--- config.mk ---
export PLATFORM = sky130hd
export DESIGN_NAME = ogt_guard_timer
export DESIGN_NICKNAME = d
export VERILOG_FILES = /design/src/ogt_pkg.sv /design/src/ogt_prescaler.sv /design/src/ogt_guard_timer.sv
export VERILOG_INCLUDE_DIRS = /design/src
export SDC_FILE = /design/constraint.sdc
export NUM_CORES = 1
export LEC_CHECK = 0
export ABC_AREA = 1
export ABC_CLOCK_PERIOD_IN_PS = 4500
export BUFFER_PORTS_ARGS = -buffer_cell sky130_fd_sc_hd__buf_2
export CAP_MARGIN = 20
export CELL_PAD_IN_SITES_DETAIL_PLACEMENT = 1
export CELL_PAD_IN_SITES_GLOBAL_PLACEMENT = 1
export CORE_ASPECT_RATIO = 1.5
export CORE_UTILIZATION = 28
export DETAILED_ROUTE_END_ITERATION = 16
export HOLD_SLACK_MARGIN = 0.15
export PLACE_DENSITY_LB_ADDON = 0.08
export RECOVER_POWER = 50
export SETUP_SLACK_MARGIN = 0.3
export SYNTH_ARGS = -nofsm -noshare
export SYNTH_HDL_FRONTEND = slang
export SYNTH_SLANG_ARGS = --single-unit
--- constraint.sdc ---
create_clock -name clk -period 4.5 [get_ports clk]
set_clock_uncertainty 0.2 [all_clocks]
set_input_delay 0.225 -clock clk [delete_from_list [all_inputs] [get_ports clk]]
set_output_delay 0.225 -clock clk [all_outputs]
set_load 0.02 [all_outputs]
--- src/ogt_regs.svh ---
// Register offsets, field positions, reset values and timing counts
// How it works
// - 8-bit counter counts selected divided clock pulses while run bit is set
// - Wrap from FF to 00 is overflow; response depends on mode bit
// - Counter resets to zero
// - Interval flag bit 7 sets on overflow in interval mode only
// - Interval flag clears by read-1-then-write-0, or run bit cleared
// - Mode bit 6: 0 interval interrupt, 1 guard overflow pulse
// - Run bit 5 starts counting; when 0 counter held at zero except in standby
// - Control bits 4 and 3 read as one; software writes one
// - Clock select codes pick divide by 2,64,128,256,512,1024,4096,8192
// - Guard flag sets on guard overflow, clears by read-1-then-write-0
// - Reset enable gates chip reset; counter and control always reset
// - Reset type bit: 0 power-on reset, 1 manual reset
// - Reset control bits 4 to 0 read as one
// - Guard overflow drives external overflow low for 128 cycles
// - Chip reset starts with overflow pulse and lasts 512 cycles
// - Reset pin wins over guard reset and clears guard flag
// - Block reset is flagged distinct from external power-on reset
// - Interval overflow sets flag and interrupt request together
// - Standby refused while run bit set
// - On standby wake, counter runs; overflow ends standby
// - Word writes with key 5A to counter, A5 to control
// - Reset control: A5 with 00 clears flag, 5A loads bits 6,5
// - Counter write beats a same-cycle increment
`ifndef OGT_REGS_SVH
`define OGT_REGS_SVH
`define OGT_RD_CTRL       2'h0
`define OGT_RD_CNT        2'h1
`define OGT_RD_RST        2'h3
`define OGT_WR_CNT_CTRL   1'b0
`define OGT_WR_RST        1'b1
`define OGT_KEY_CNT       8'h5A
`define OGT_KEY_CTRL      8'hA5
`define OGT_BIT_FLAG      7
`define OGT_BIT_MODE      6
`define OGT_BIT_RUN       5
`define OGT_BIT_TYPE      5
`define OGT_CTRL_ONES     8'h18
`define OGT_RST_ONES      8'h1F
`define OGT_CNT_RESET     8'h00
`define OGT_CNT_MAX       8'hFF
`define OGT_CLK_MHZ       200
`define OGT_OVF_PULSE_CYC 128
`define OGT_CHIP_RST_CYC  512
`define OGT_PRE_W         13
`endif

--- src/ogt_pkg.sv ---
// Types shared by the guard timer files
package ogt_pkg;
    typedef struct packed {
        logic       flag;
        logic       mode;
        logic       run;
        logic [2:0] clk_sel;
    } ogt_ctrl_t;
    typedef struct packed {
        logic flag;
        logic enable;
        logic rtype;
    } ogt_rst_t;
    typedef struct packed {
        logic       rd;
        logic       wr;
        logic [1:0] rd_addr;
        logic       wr_sel;
        logic [15:0] wdata;
    } ogt_bus_t;
    typedef enum logic [1:0] {OGT_IDLE, OGT_GUARD_OUT, OGT_RST_ONLY} ogt_state_t;
endpackage

--- src/ogt_prescaler.sv ---
// Run-gated divider, cleared while stopped, and divided-clock tick selection
`timescale 1ns/1ps
`default_nettype none
`include "ogt_regs.svh"
module ogt_prescaler (
    input  wire logic       clk,
    input  wire logic       reset_n,
    input  wire logic       run,
    input  wire logic [2:0] clk_sel,
    output logic            tick
);
    logic [`OGT_PRE_W-1:0] div_ff;
    logic [`OGT_PRE_W-1:0] nxt_div;
    logic [7:0]            tap;
    // Tap bit index per code; ticks on the all-ones phase of that bit
    localparam logic [3:0] TAP_IDX [8] = '{4'h0, 4'h5, 4'h6, 4'h7,
                                           4'h8, 4'h9, 4'hB, 4'hC};
    // Divider is cleared while stopped so each start counts a full period
    assign nxt_div = run ? div_ff + 1'b1 : '0;
    always_ff @(posedge clk or negedge reset_n) begin
        if (!reset_n) begin
            div_ff <= '0;
        end else begin
            div_ff <= nxt_div;
        end
    end
    // One pulse per 2^(idx+1) cycles for each selectable rate
    genvar g;
    generate
        for (g = 0; g < 8; g++) begin : g_tap
            assign tap[g] = &div_ff[TAP_IDX[g]:0];
        end
    endgenerate
    assign tick = run & tap[clk_sel];
endmodule // ogt_prescaler
`default_nettype wire

--- src/ogt_guard_timer.sv ---
// Overflow guard timer: keyed registers, counter, overflow responses
`timescale 1ns/1ps
`default_nettype none
`include "ogt_regs.svh"
module ogt_guard_timer (
    input  wire logic              clk,
    input  wire logic              reset_n,
    input  wire ogt_pkg::ogt_bus_t bus,
    input  wire logic              external_reset_pin_n,
    input  wire logic              standby_request,
    input  wire logic              standby_active,
    output logic [7:0]             rdata,
    output logic                   interval_interrupt_request,
    output logic                   external_overflow_out_n,
    output logic                   chip_reset_req,
    output logic                   chip_reset_manual,
    output logic                   chip_reset_from_guard,
    output logic                   standby_allowed,
    output logic                   standby_release
);
    import ogt_pkg::*;

    ogt_ctrl_t  ctrl_ff;
    ogt_rst_t   rst_ff;
    logic [7:0] cnt_ff;
    logic       ovf_seen_ff;
    logic       guard_overflow_flag_seen_ff;
    logic [8:0] pulse_ff;
    logic [9:0] rcnt_ff;
    ogt_state_t st_ff;
    logic [7:0] rdata_ff;
    logic       tick;

    // Access decode
    wire [7:0] key     = bus.wdata[15:8];
    wire [7:0] low     = bus.wdata[7:0];
    wire wr_cnt  = bus.wr && bus.wr_sel == `OGT_WR_CNT_CTRL
                   && key == `OGT_KEY_CNT;
    wire wr_ctrl = bus.wr && bus.wr_sel == `OGT_WR_CNT_CTRL
                   && key == `OGT_KEY_CTRL;
    wire wr_rclr = bus.wr && bus.wr_sel == `OGT_WR_RST
                   && key == `OGT_KEY_CTRL && low == 8'h00;
    wire wr_rcfg = bus.wr && bus.wr_sel == `OGT_WR_RST
                   && key == `OGT_KEY_CNT;
    wire rd_ctrl = bus.rd && bus.rd_addr == `OGT_RD_CTRL;
    wire rd_rst  = bus.rd && bus.rd_addr == `OGT_RD_RST;

    // Standby keeps the count going so its overflow can end the standby
    wire cnt_en = ctrl_ff.run || standby_active;

    ogt_prescaler u_pre (
        .clk     (clk),
        .reset_n (reset_n),
        .run     (cnt_en),
        .clk_sel (ctrl_ff.clk_sel),
        .tick    (tick)
    );

    // Overflow and its routing by mode
    wire ovf       = tick && !wr_cnt && cnt_ff == `OGT_CNT_MAX;
    wire ovf_int   = ovf && !ctrl_ff.mode;
    wire ovf_guard = ovf && ctrl_ff.mode;
    wire pin_rst   = !external_reset_pin_n;

    // Counter: write beats increment, stop forces zero
    wire [7:0] nxt_cnt = !cnt_en ? `OGT_CNT_RESET
                       : wr_cnt ? low
                       : tick ? cnt_ff + 8'h01 : cnt_ff;
    // Guard overflow without reset enable still resets counter and control
    wire self_clear = ovf_guard;

    // Interval flag: set wins over clear
    wire ovf_clr = (wr_ctrl && !low[`OGT_BIT_FLAG] && ovf_seen_ff)
                   || (wr_ctrl && !low[`OGT_BIT_RUN] && !ctrl_ff.mode);
    wire nxt_oflag = ovf_int | (ctrl_ff.flag & ~ovf_clr);

    // Guard flag: pin reset wins, then set, then read-gated clear
    wire nxt_wflag = pin_rst ? 1'b0
                   : ovf_guard ? 1'b1
                   : (wr_rclr && guard_overflow_flag_seen_ff) ? 1'b0
                   : rst_ff.flag;

    always_ff @(posedge clk or negedge reset_n) begin
        if (!reset_n) begin
            cnt_ff <= `OGT_CNT_RESET;
        end else begin
            cnt_ff <= self_clear ? `OGT_CNT_RESET : nxt_cnt;
        end
    end

    // Control register; bits 4,3 are constants on read
    always_ff @(posedge clk or negedge reset_n) begin
        if (!reset_n) begin
            ctrl_ff <= '0;
        end else if (self_clear) begin
            ctrl_ff <= '0;
        end else begin
            ctrl_ff.flag <= nxt_oflag;
            if (wr_ctrl) begin
                ctrl_ff.mode    <= low[`OGT_BIT_MODE];
                ctrl_ff.run     <= low[`OGT_BIT_RUN];
                ctrl_ff.clk_sel <= low[2:0];
            end
        end
    end

    // Reset control register
    always_ff @(posedge clk or negedge reset_n) begin
        if (!reset_n) begin
            rst_ff <= '0;
        end else begin
            rst_ff.flag <= nxt_wflag;
            if (wr_rcfg) begin
                rst_ff.enable <= low[`OGT_BIT_MODE];
                rst_ff.rtype  <= low[`OGT_BIT_TYPE];
            end
        end
    end

    // Read-as-one tracking arms the zero-write clear
    always_ff @(posedge clk or negedge reset_n) begin
        if (!reset_n) begin
            ovf_seen_ff  <= 1'b0;
            guard_overflow_flag_seen_ff <= 1'b0;
        end else begin
            ovf_seen_ff  <= ovf_int ? 1'b0 : (rd_ctrl && ctrl_ff.flag)
                            ? 1'b1 : (nxt_oflag ? ovf_seen_ff : 1'b0);
            guard_overflow_flag_seen_ff <= ovf_guard ? 1'b0 : (rd_rst && rst_ff.flag)
                            ? 1'b1 : (nxt_wflag ? guard_overflow_flag_seen_ff : 1'b0);
        end
    end

    // Pulse timers; pin reset aborts an in-flight guard reset
    logic [8:0] nxt_pulse;
    logic [9:0] nxt_rcnt;
    ogt_state_t nxt_st;
    always_comb begin
        nxt_pulse = (pulse_ff != '0) ? pulse_ff - 9'd1 : '0;
        nxt_rcnt  = (rcnt_ff != '0) ? rcnt_ff - 10'd1 : '0;
        nxt_st    = st_ff;
        case (st_ff)
            OGT_IDLE: begin
                if (ovf_guard) begin
                    nxt_pulse = 9'(`OGT_OVF_PULSE_CYC);
                    nxt_st    = OGT_GUARD_OUT;
                    if (rst_ff.enable && !pin_rst) begin
                        nxt_rcnt = 10'(`OGT_CHIP_RST_CYC);
                    end
                end
            end
            OGT_GUARD_OUT: begin
                if (nxt_pulse == '0 && nxt_rcnt == '0) begin
                    nxt_st = OGT_IDLE;
                end else if (nxt_pulse == '0) begin
                    nxt_st = OGT_RST_ONLY;
                end
            end
            default: begin
                if (nxt_rcnt == '0) begin
                    nxt_st = OGT_IDLE;
                end
            end
        endcase
        if (pin_rst) begin
            nxt_rcnt = '0;
        end
    end

    always_ff @(posedge clk or negedge reset_n) begin
        if (!reset_n) begin
            pulse_ff <= '0;
            rcnt_ff  <= '0;
            st_ff    <= OGT_IDLE;
        end else begin
            pulse_ff <= nxt_pulse;
            rcnt_ff  <= nxt_rcnt;
            st_ff    <= nxt_st;
        end
    end

    // Read data from a register; reserved bits read as one
    wire [7:0] ctrl_rd = {ctrl_ff.flag, ctrl_ff.mode, ctrl_ff.run,
                          2'b00, ctrl_ff.clk_sel} | `OGT_CTRL_ONES;
    wire [7:0] rst_rd  = {rst_ff.flag, rst_ff.enable, rst_ff.rtype,
                          5'h00} | `OGT_RST_ONES;
    wire [7:0] nxt_rdata = rd_ctrl ? ctrl_rd
                         : (bus.rd && bus.rd_addr == `OGT_RD_CNT) ? cnt_ff
                         : rd_rst ? rst_rd
                         : 8'h00;
    always_ff @(posedge clk or negedge reset_n) begin
        if (!reset_n) begin
            rdata_ff <= 8'h00;
        end else begin
            rdata_ff <= nxt_rdata;
        end
    end
    assign rdata = rdata_ff;

    // Outputs
    assign interval_interrupt_request = ctrl_ff.flag;
    assign external_overflow_out_n    = (pulse_ff == '0);
    assign chip_reset_req             = (rcnt_ff != '0);
    assign chip_reset_manual          = rst_ff.rtype;
    // Separate source line so pin and port registers skip this reset
    assign chip_reset_from_guard      = (rcnt_ff != '0);
    assign standby_allowed = standby_request && !ctrl_ff.run;
    // Standby wake: overflow marks oscillator settled
    assign standby_release = standby_active && ovf;

    // Checker helpers: run lengths of the guard pulse and the chip reset
    logic [8:0] chk_low_len_ff;
    logic [9:0] chk_rst_len_ff;
    wire  [8:0] nxt_chk_low_len = !external_overflow_out_n
                                  ? chk_low_len_ff + 9'h001 : 9'h000;
    wire  [9:0] nxt_chk_rst_len = chip_reset_req
                                  ? chk_rst_len_ff + 10'h001 : 10'h000;
    always_ff @(posedge clk or negedge reset_n) begin
        if (!reset_n) begin
            chk_low_len_ff <= 9'h000;
            chk_rst_len_ff <= 10'h000;
        end else begin
            chk_low_len_ff <= nxt_chk_low_len;
            chk_rst_len_ff <= nxt_chk_rst_len;
        end
    end
endmodule // ogt_guard_timer
`default_nettype wire

==> metrics.md <==
| Metric | Value |
|---|---|
| Clock transition at path regs | `0.06 ns` |
| Initial antenna violation count | `0` |
| Register-to-Register Path Depth | `15` |
| CP max FO | `12` |
| CTS Buf Count | `9` |
| Area delta synth->final | `23.3%` |
| Min-Delay Startpoint | `bus[17]` |
| Slowest stage delay, CP | `0.55 ns` |
| Slowest CP cell | `dlygate4sd3_1` |
| TritonCTS clock tree | `built` |
| Longest Clk Path Bufs | `2` |
| Adder-Cell Fraction of Synth Area | `0.0182` |
| Post-Synth XOR/XNOR Area | `0.0255` |
| Yosys cell types | `36` |
| Synth cell count leaders | `nand2_1 (95), inv_1 (70), nor2_1 (70), dfrtp_1 (61), nand3_1 (39)` |
| Syn. warnings | `0` |
| Bufs and invs on worst path | `1` |
| Top post-synthesis cells by area | `dfrtp_1 (44%), nand2_1 (10%), inv_1 (7.7%)` |
| Reg2reg start | `u_pre.div_ff[0]` |
| Slew Limit Fails | `62` |
| Share of layout cells above drive strength 1 | `0.133` |
| Post-DRT Antenna Nets | `0` |
| Max_slew headroom | `-0.0739` |
| Hold_buf cts | `15` |
| Vias/cell | `4.69` |
| H-tree Lvls | `3` |
| Root Driver | `clkbuf_16` |
| Logic pwr share | `0.251` |
| Global-route wire length before repair | `16.0 mm` |
| Post-CTS Repair Setup Buffers | `0` |
| Maxcap violations | `1` |
| Sequential share of the synthesized area | `0.445` |
| Worst hold path stage count | `3` |
| Main combinational cell family by area after synthesis | `simple AND/OR/NAND/NOR gates` |
| Vias in the first global route | `3245` |
| Post-Syn Area | `3430 µm²` |
| NetSw | `0.000593 W` |
| Worst reg-to-reg setup slack | `1.55 ns` |
| Max Clock Freq | `about 0.34 GHz` |
| Critical path class | `reg -> reg` |
| Worst path required time | `4.57 ns` |
| Top Family by Delay on Critical Path | `simple AND/OR/NAND/NOR gates` |
| EDFF count, synth | `0` |
| Synth Flop Type | `dfrtp_1` |
| CTS resizes | `0` |
| Starting DRT DRC Count | `96` |
| Hold Path Sink | `rdata[2]` |
| Hold WS | `around 0.17 ns` |
| Asr flop ratio synth | `1.00` |
| Mux cell area share after synthesis | `0.00328` |
| FF-to-FF End | `guard_overflow_flag_seen_ff` |
| Shortest period the worst path allows | `2.95 ns` |
| RSZ-0062 raised after global routing | `false` |
| Port buffer count | `40` |
| Die Span Y | `138 µm` |
| Sw Ratio | `0.332` |
| Final setup TNS | `0 ns` |
| Layout filler cell count | `around 1500` |
| PwrDens | `421 nW/µm²` |
| Crit end category | `flip-flop` |
| Global routing's busiest layer | `met2` |
| Flop pwr share | `0.356` |
| Core area | `12000 µm²` |
| Startpoint Class | `flip-flop` |
| Row cnt | `49` |
| Final setup vio count | `0` |
| GP Congestion | `just under 0.8` |
| Clock latency on the worst-skew pair | `0.33 ns` |
| Die width | `92.4 µm` |
| Yosys top cell area share | `0.445` |
| Internal power | `around 0.0012 W` |
| Status | `finished with violations` |
| Initial core utilization | `0.287` |
| Syn Area/Cell | `7.57 µm²` |
| HPWL Detailed | `7.53 mm` |
| Failing checks | `max-capacitance violations, max-slew violations` |
| Most frequent cell after synthesis | `nand2_1` |
| Final wirelength | `between 9 and 10 mm` |
| Leak | `between 2 and 2.5 nW` |
| Syn nets | `484` |
| Via Count | `around 3200` |
| Crit path cell chain | `ha_1 -> nand2_2 -> nor2_4 -> nand2_1 -> nor2_1 -> ha_1 -> nor2_1 -> nor2_1 -> nand2_1 -> nand3_1 -> nand4_4 -> nand2_2 -> nand3_2 -> a21oi_2 -> dlygate4sd3_1` |
| Drt wl/cell | `roughly 15 µm` |
| Synth Area in Simple Gates | `0.323` |
| Number of remaining DRC errors | `0` |
| Num ports | `41` |
| N_diodes | `0` |
| Met3 Usage GRT | `0.0304` |
| Global route overflow | `0` |
| Clock Sinks | `61` |
| Number of hold violations in the final report | `0` |
| Hold Crit Class | `in -> reg` |
| Tot Pwr | `0.00178 W` |
| Area leader, netlist | `dfrtp_1` |
| Die area | `12700 µm²` |
| Clock power share | `0.393` |
| Met1 Use GR | `0.176` |
| M2 GR Usage | `0.324` |
| Largest net degree at the start of global routing | `between 60 and 70` |
| Global Route Usage Sum | `0.167` |
| Crit. Startpoint | `u_pre.div_ff[0]` |
| 1st-pass router iterations | `4` |
| Worst Path Arrival | `3.02 ns` |
| Non-Filler Instances | `673` |
| Fin crit share | `0.655` |
| Synthesis-stage register bit count | `61` |
| Fin nets | `546` |
| Slew @ Worst Pin | `between 1.5 and 2 ns` |
| Synth Instances | `about 450` |
| Post-placement cell count | `642` |
| Most common cell on crit path | `nor2_1` |
| Compound-gate portion of the synthesized area | `0.0959` |
| VDD IR max | `0.000184 V` |
==> routing by layer <==
metal	share of wire	routed length, µm	vias to the layer above
li1	-	-	1566
met1	0.41	3980	1551
met2	0.56	5500	33
met3	0.020	193	9
met4	0.014	136	0
met5	0	0	-
==> registers in the layout, summed over array words and instances (netlist names) <==
signal	count
ovf_seen_ff	1
u_pre.div_ff	13
chip_reset_manual	1
guard_overflow_flag_seen_ff	1
pulse_ff	9
st_ff	2
interval_interrupt_request	1
rst_ff	2
ctrl_ff	5
cnt_ff	8
rdata	8
rcnt_ff	10
==> per-stage QoR <==
stage / cell area, µm² / setup WS (ns) / util
CTS: 4250 / 1.53 / 0.356
detailed placement: 3800 / 1.82 / 0.318
global placement: 3800 / 1.90 / 0.318
global route: 4230 / 1.28 / 0.354
floorplan: 3430 / 2.28 / -
finish: 4230 / 1.55 / 0.354
==> cells in the final DEF (no fill, tap or decap), drive strengths merged <==
master and instances:
o21ai 28, ha 5, clkinvlp 1, or2 2
inv 71, mux2 1, o221ai 2, clkbuf 24
o211ai 6, xor2 8, o22ai 1, bufinv 1
nand3b 2, dlygate4sd3 15, o21a 1, nand3 42
nand2 101, xnor2 2, a21oi 18, dfrtp 61
nand4 7, clkinv 3, nor3 9, nor2 76
o21bai 1, buf 29, nor4 3
==> cells by family after synthesis <==
| kind of cell | count (synthesis) |
|---|---|
| compound gates | 57 |
| xor+xnor | 10 |
| fa+ha+maj | 5 |
| buf+inv | 77 |
| flops | 61 |
| mux | 1 |
| simple gates | 242 |
==> worst reg2reg max path, cell delays in order, from the launching register on <==
cell	delay (ns)
dfrtp_1	0.38
ha_1	0.22
nand2_2	0.09
nor2_4	0.13
nand2_1	0.08
nor2_1	0.14
ha_1	0.17
nor2_1	0.05
nor2_1	0.09
nand2_1	0.06
nand3_1	0.15
nand4_4	0.28
nand2_2	0.14
nand3_2	0.07
a21oi_2	0.11
dlygate4sd3_1	0.55
==> how the worst max path moves through the flow <==
stage / end / slack, ns / depth (start not counted)
2_1_floorplan: st_ff[0] / 2.28 / 16
3_3_place_gp: rcnt_ff[8] / 1.90 / 15
3_5_place_dp: cnt_ff[1] / 1.82 / 14
4_1_cts: guard_overflow_flag_seen_ff / 1.53 / 15
5_1_grt: guard_overflow_flag_seen_ff / 1.28 / 15
6_report: guard_overflow_flag_seen_ff / 1.55 / 15
==> power by group through the flow <==
stage	Combinational (W)	Clock, W	Sequential (W)
5_1_grt	0.000515	0.000745	0.000642
3_5_place_dp	0.000451	0	0.000645
2_1_floorplan	0.000319	0	0.000639
4_1_cts	0.000461	0.000723	0.000636
6_report	0.000447	0.000701	0.000635
3_3_place_gp	0.000440	0	0.000644
==> area by class of cell <==
class	instances	area (µm²)	share of cell area
Clock buffer	11	243	0.0574
Clock inverter	5	60.1	0.0142
Tap cell	153	191	0.0452
Sequential cell	61	1530	0.361
Multi-Input combinational cell	315	1600	0.378
Timing Repair Buffer	57	345	0.0816
Inverter	71	267	0.0630
Note: power is estimated with default switching activity, not from simulation.
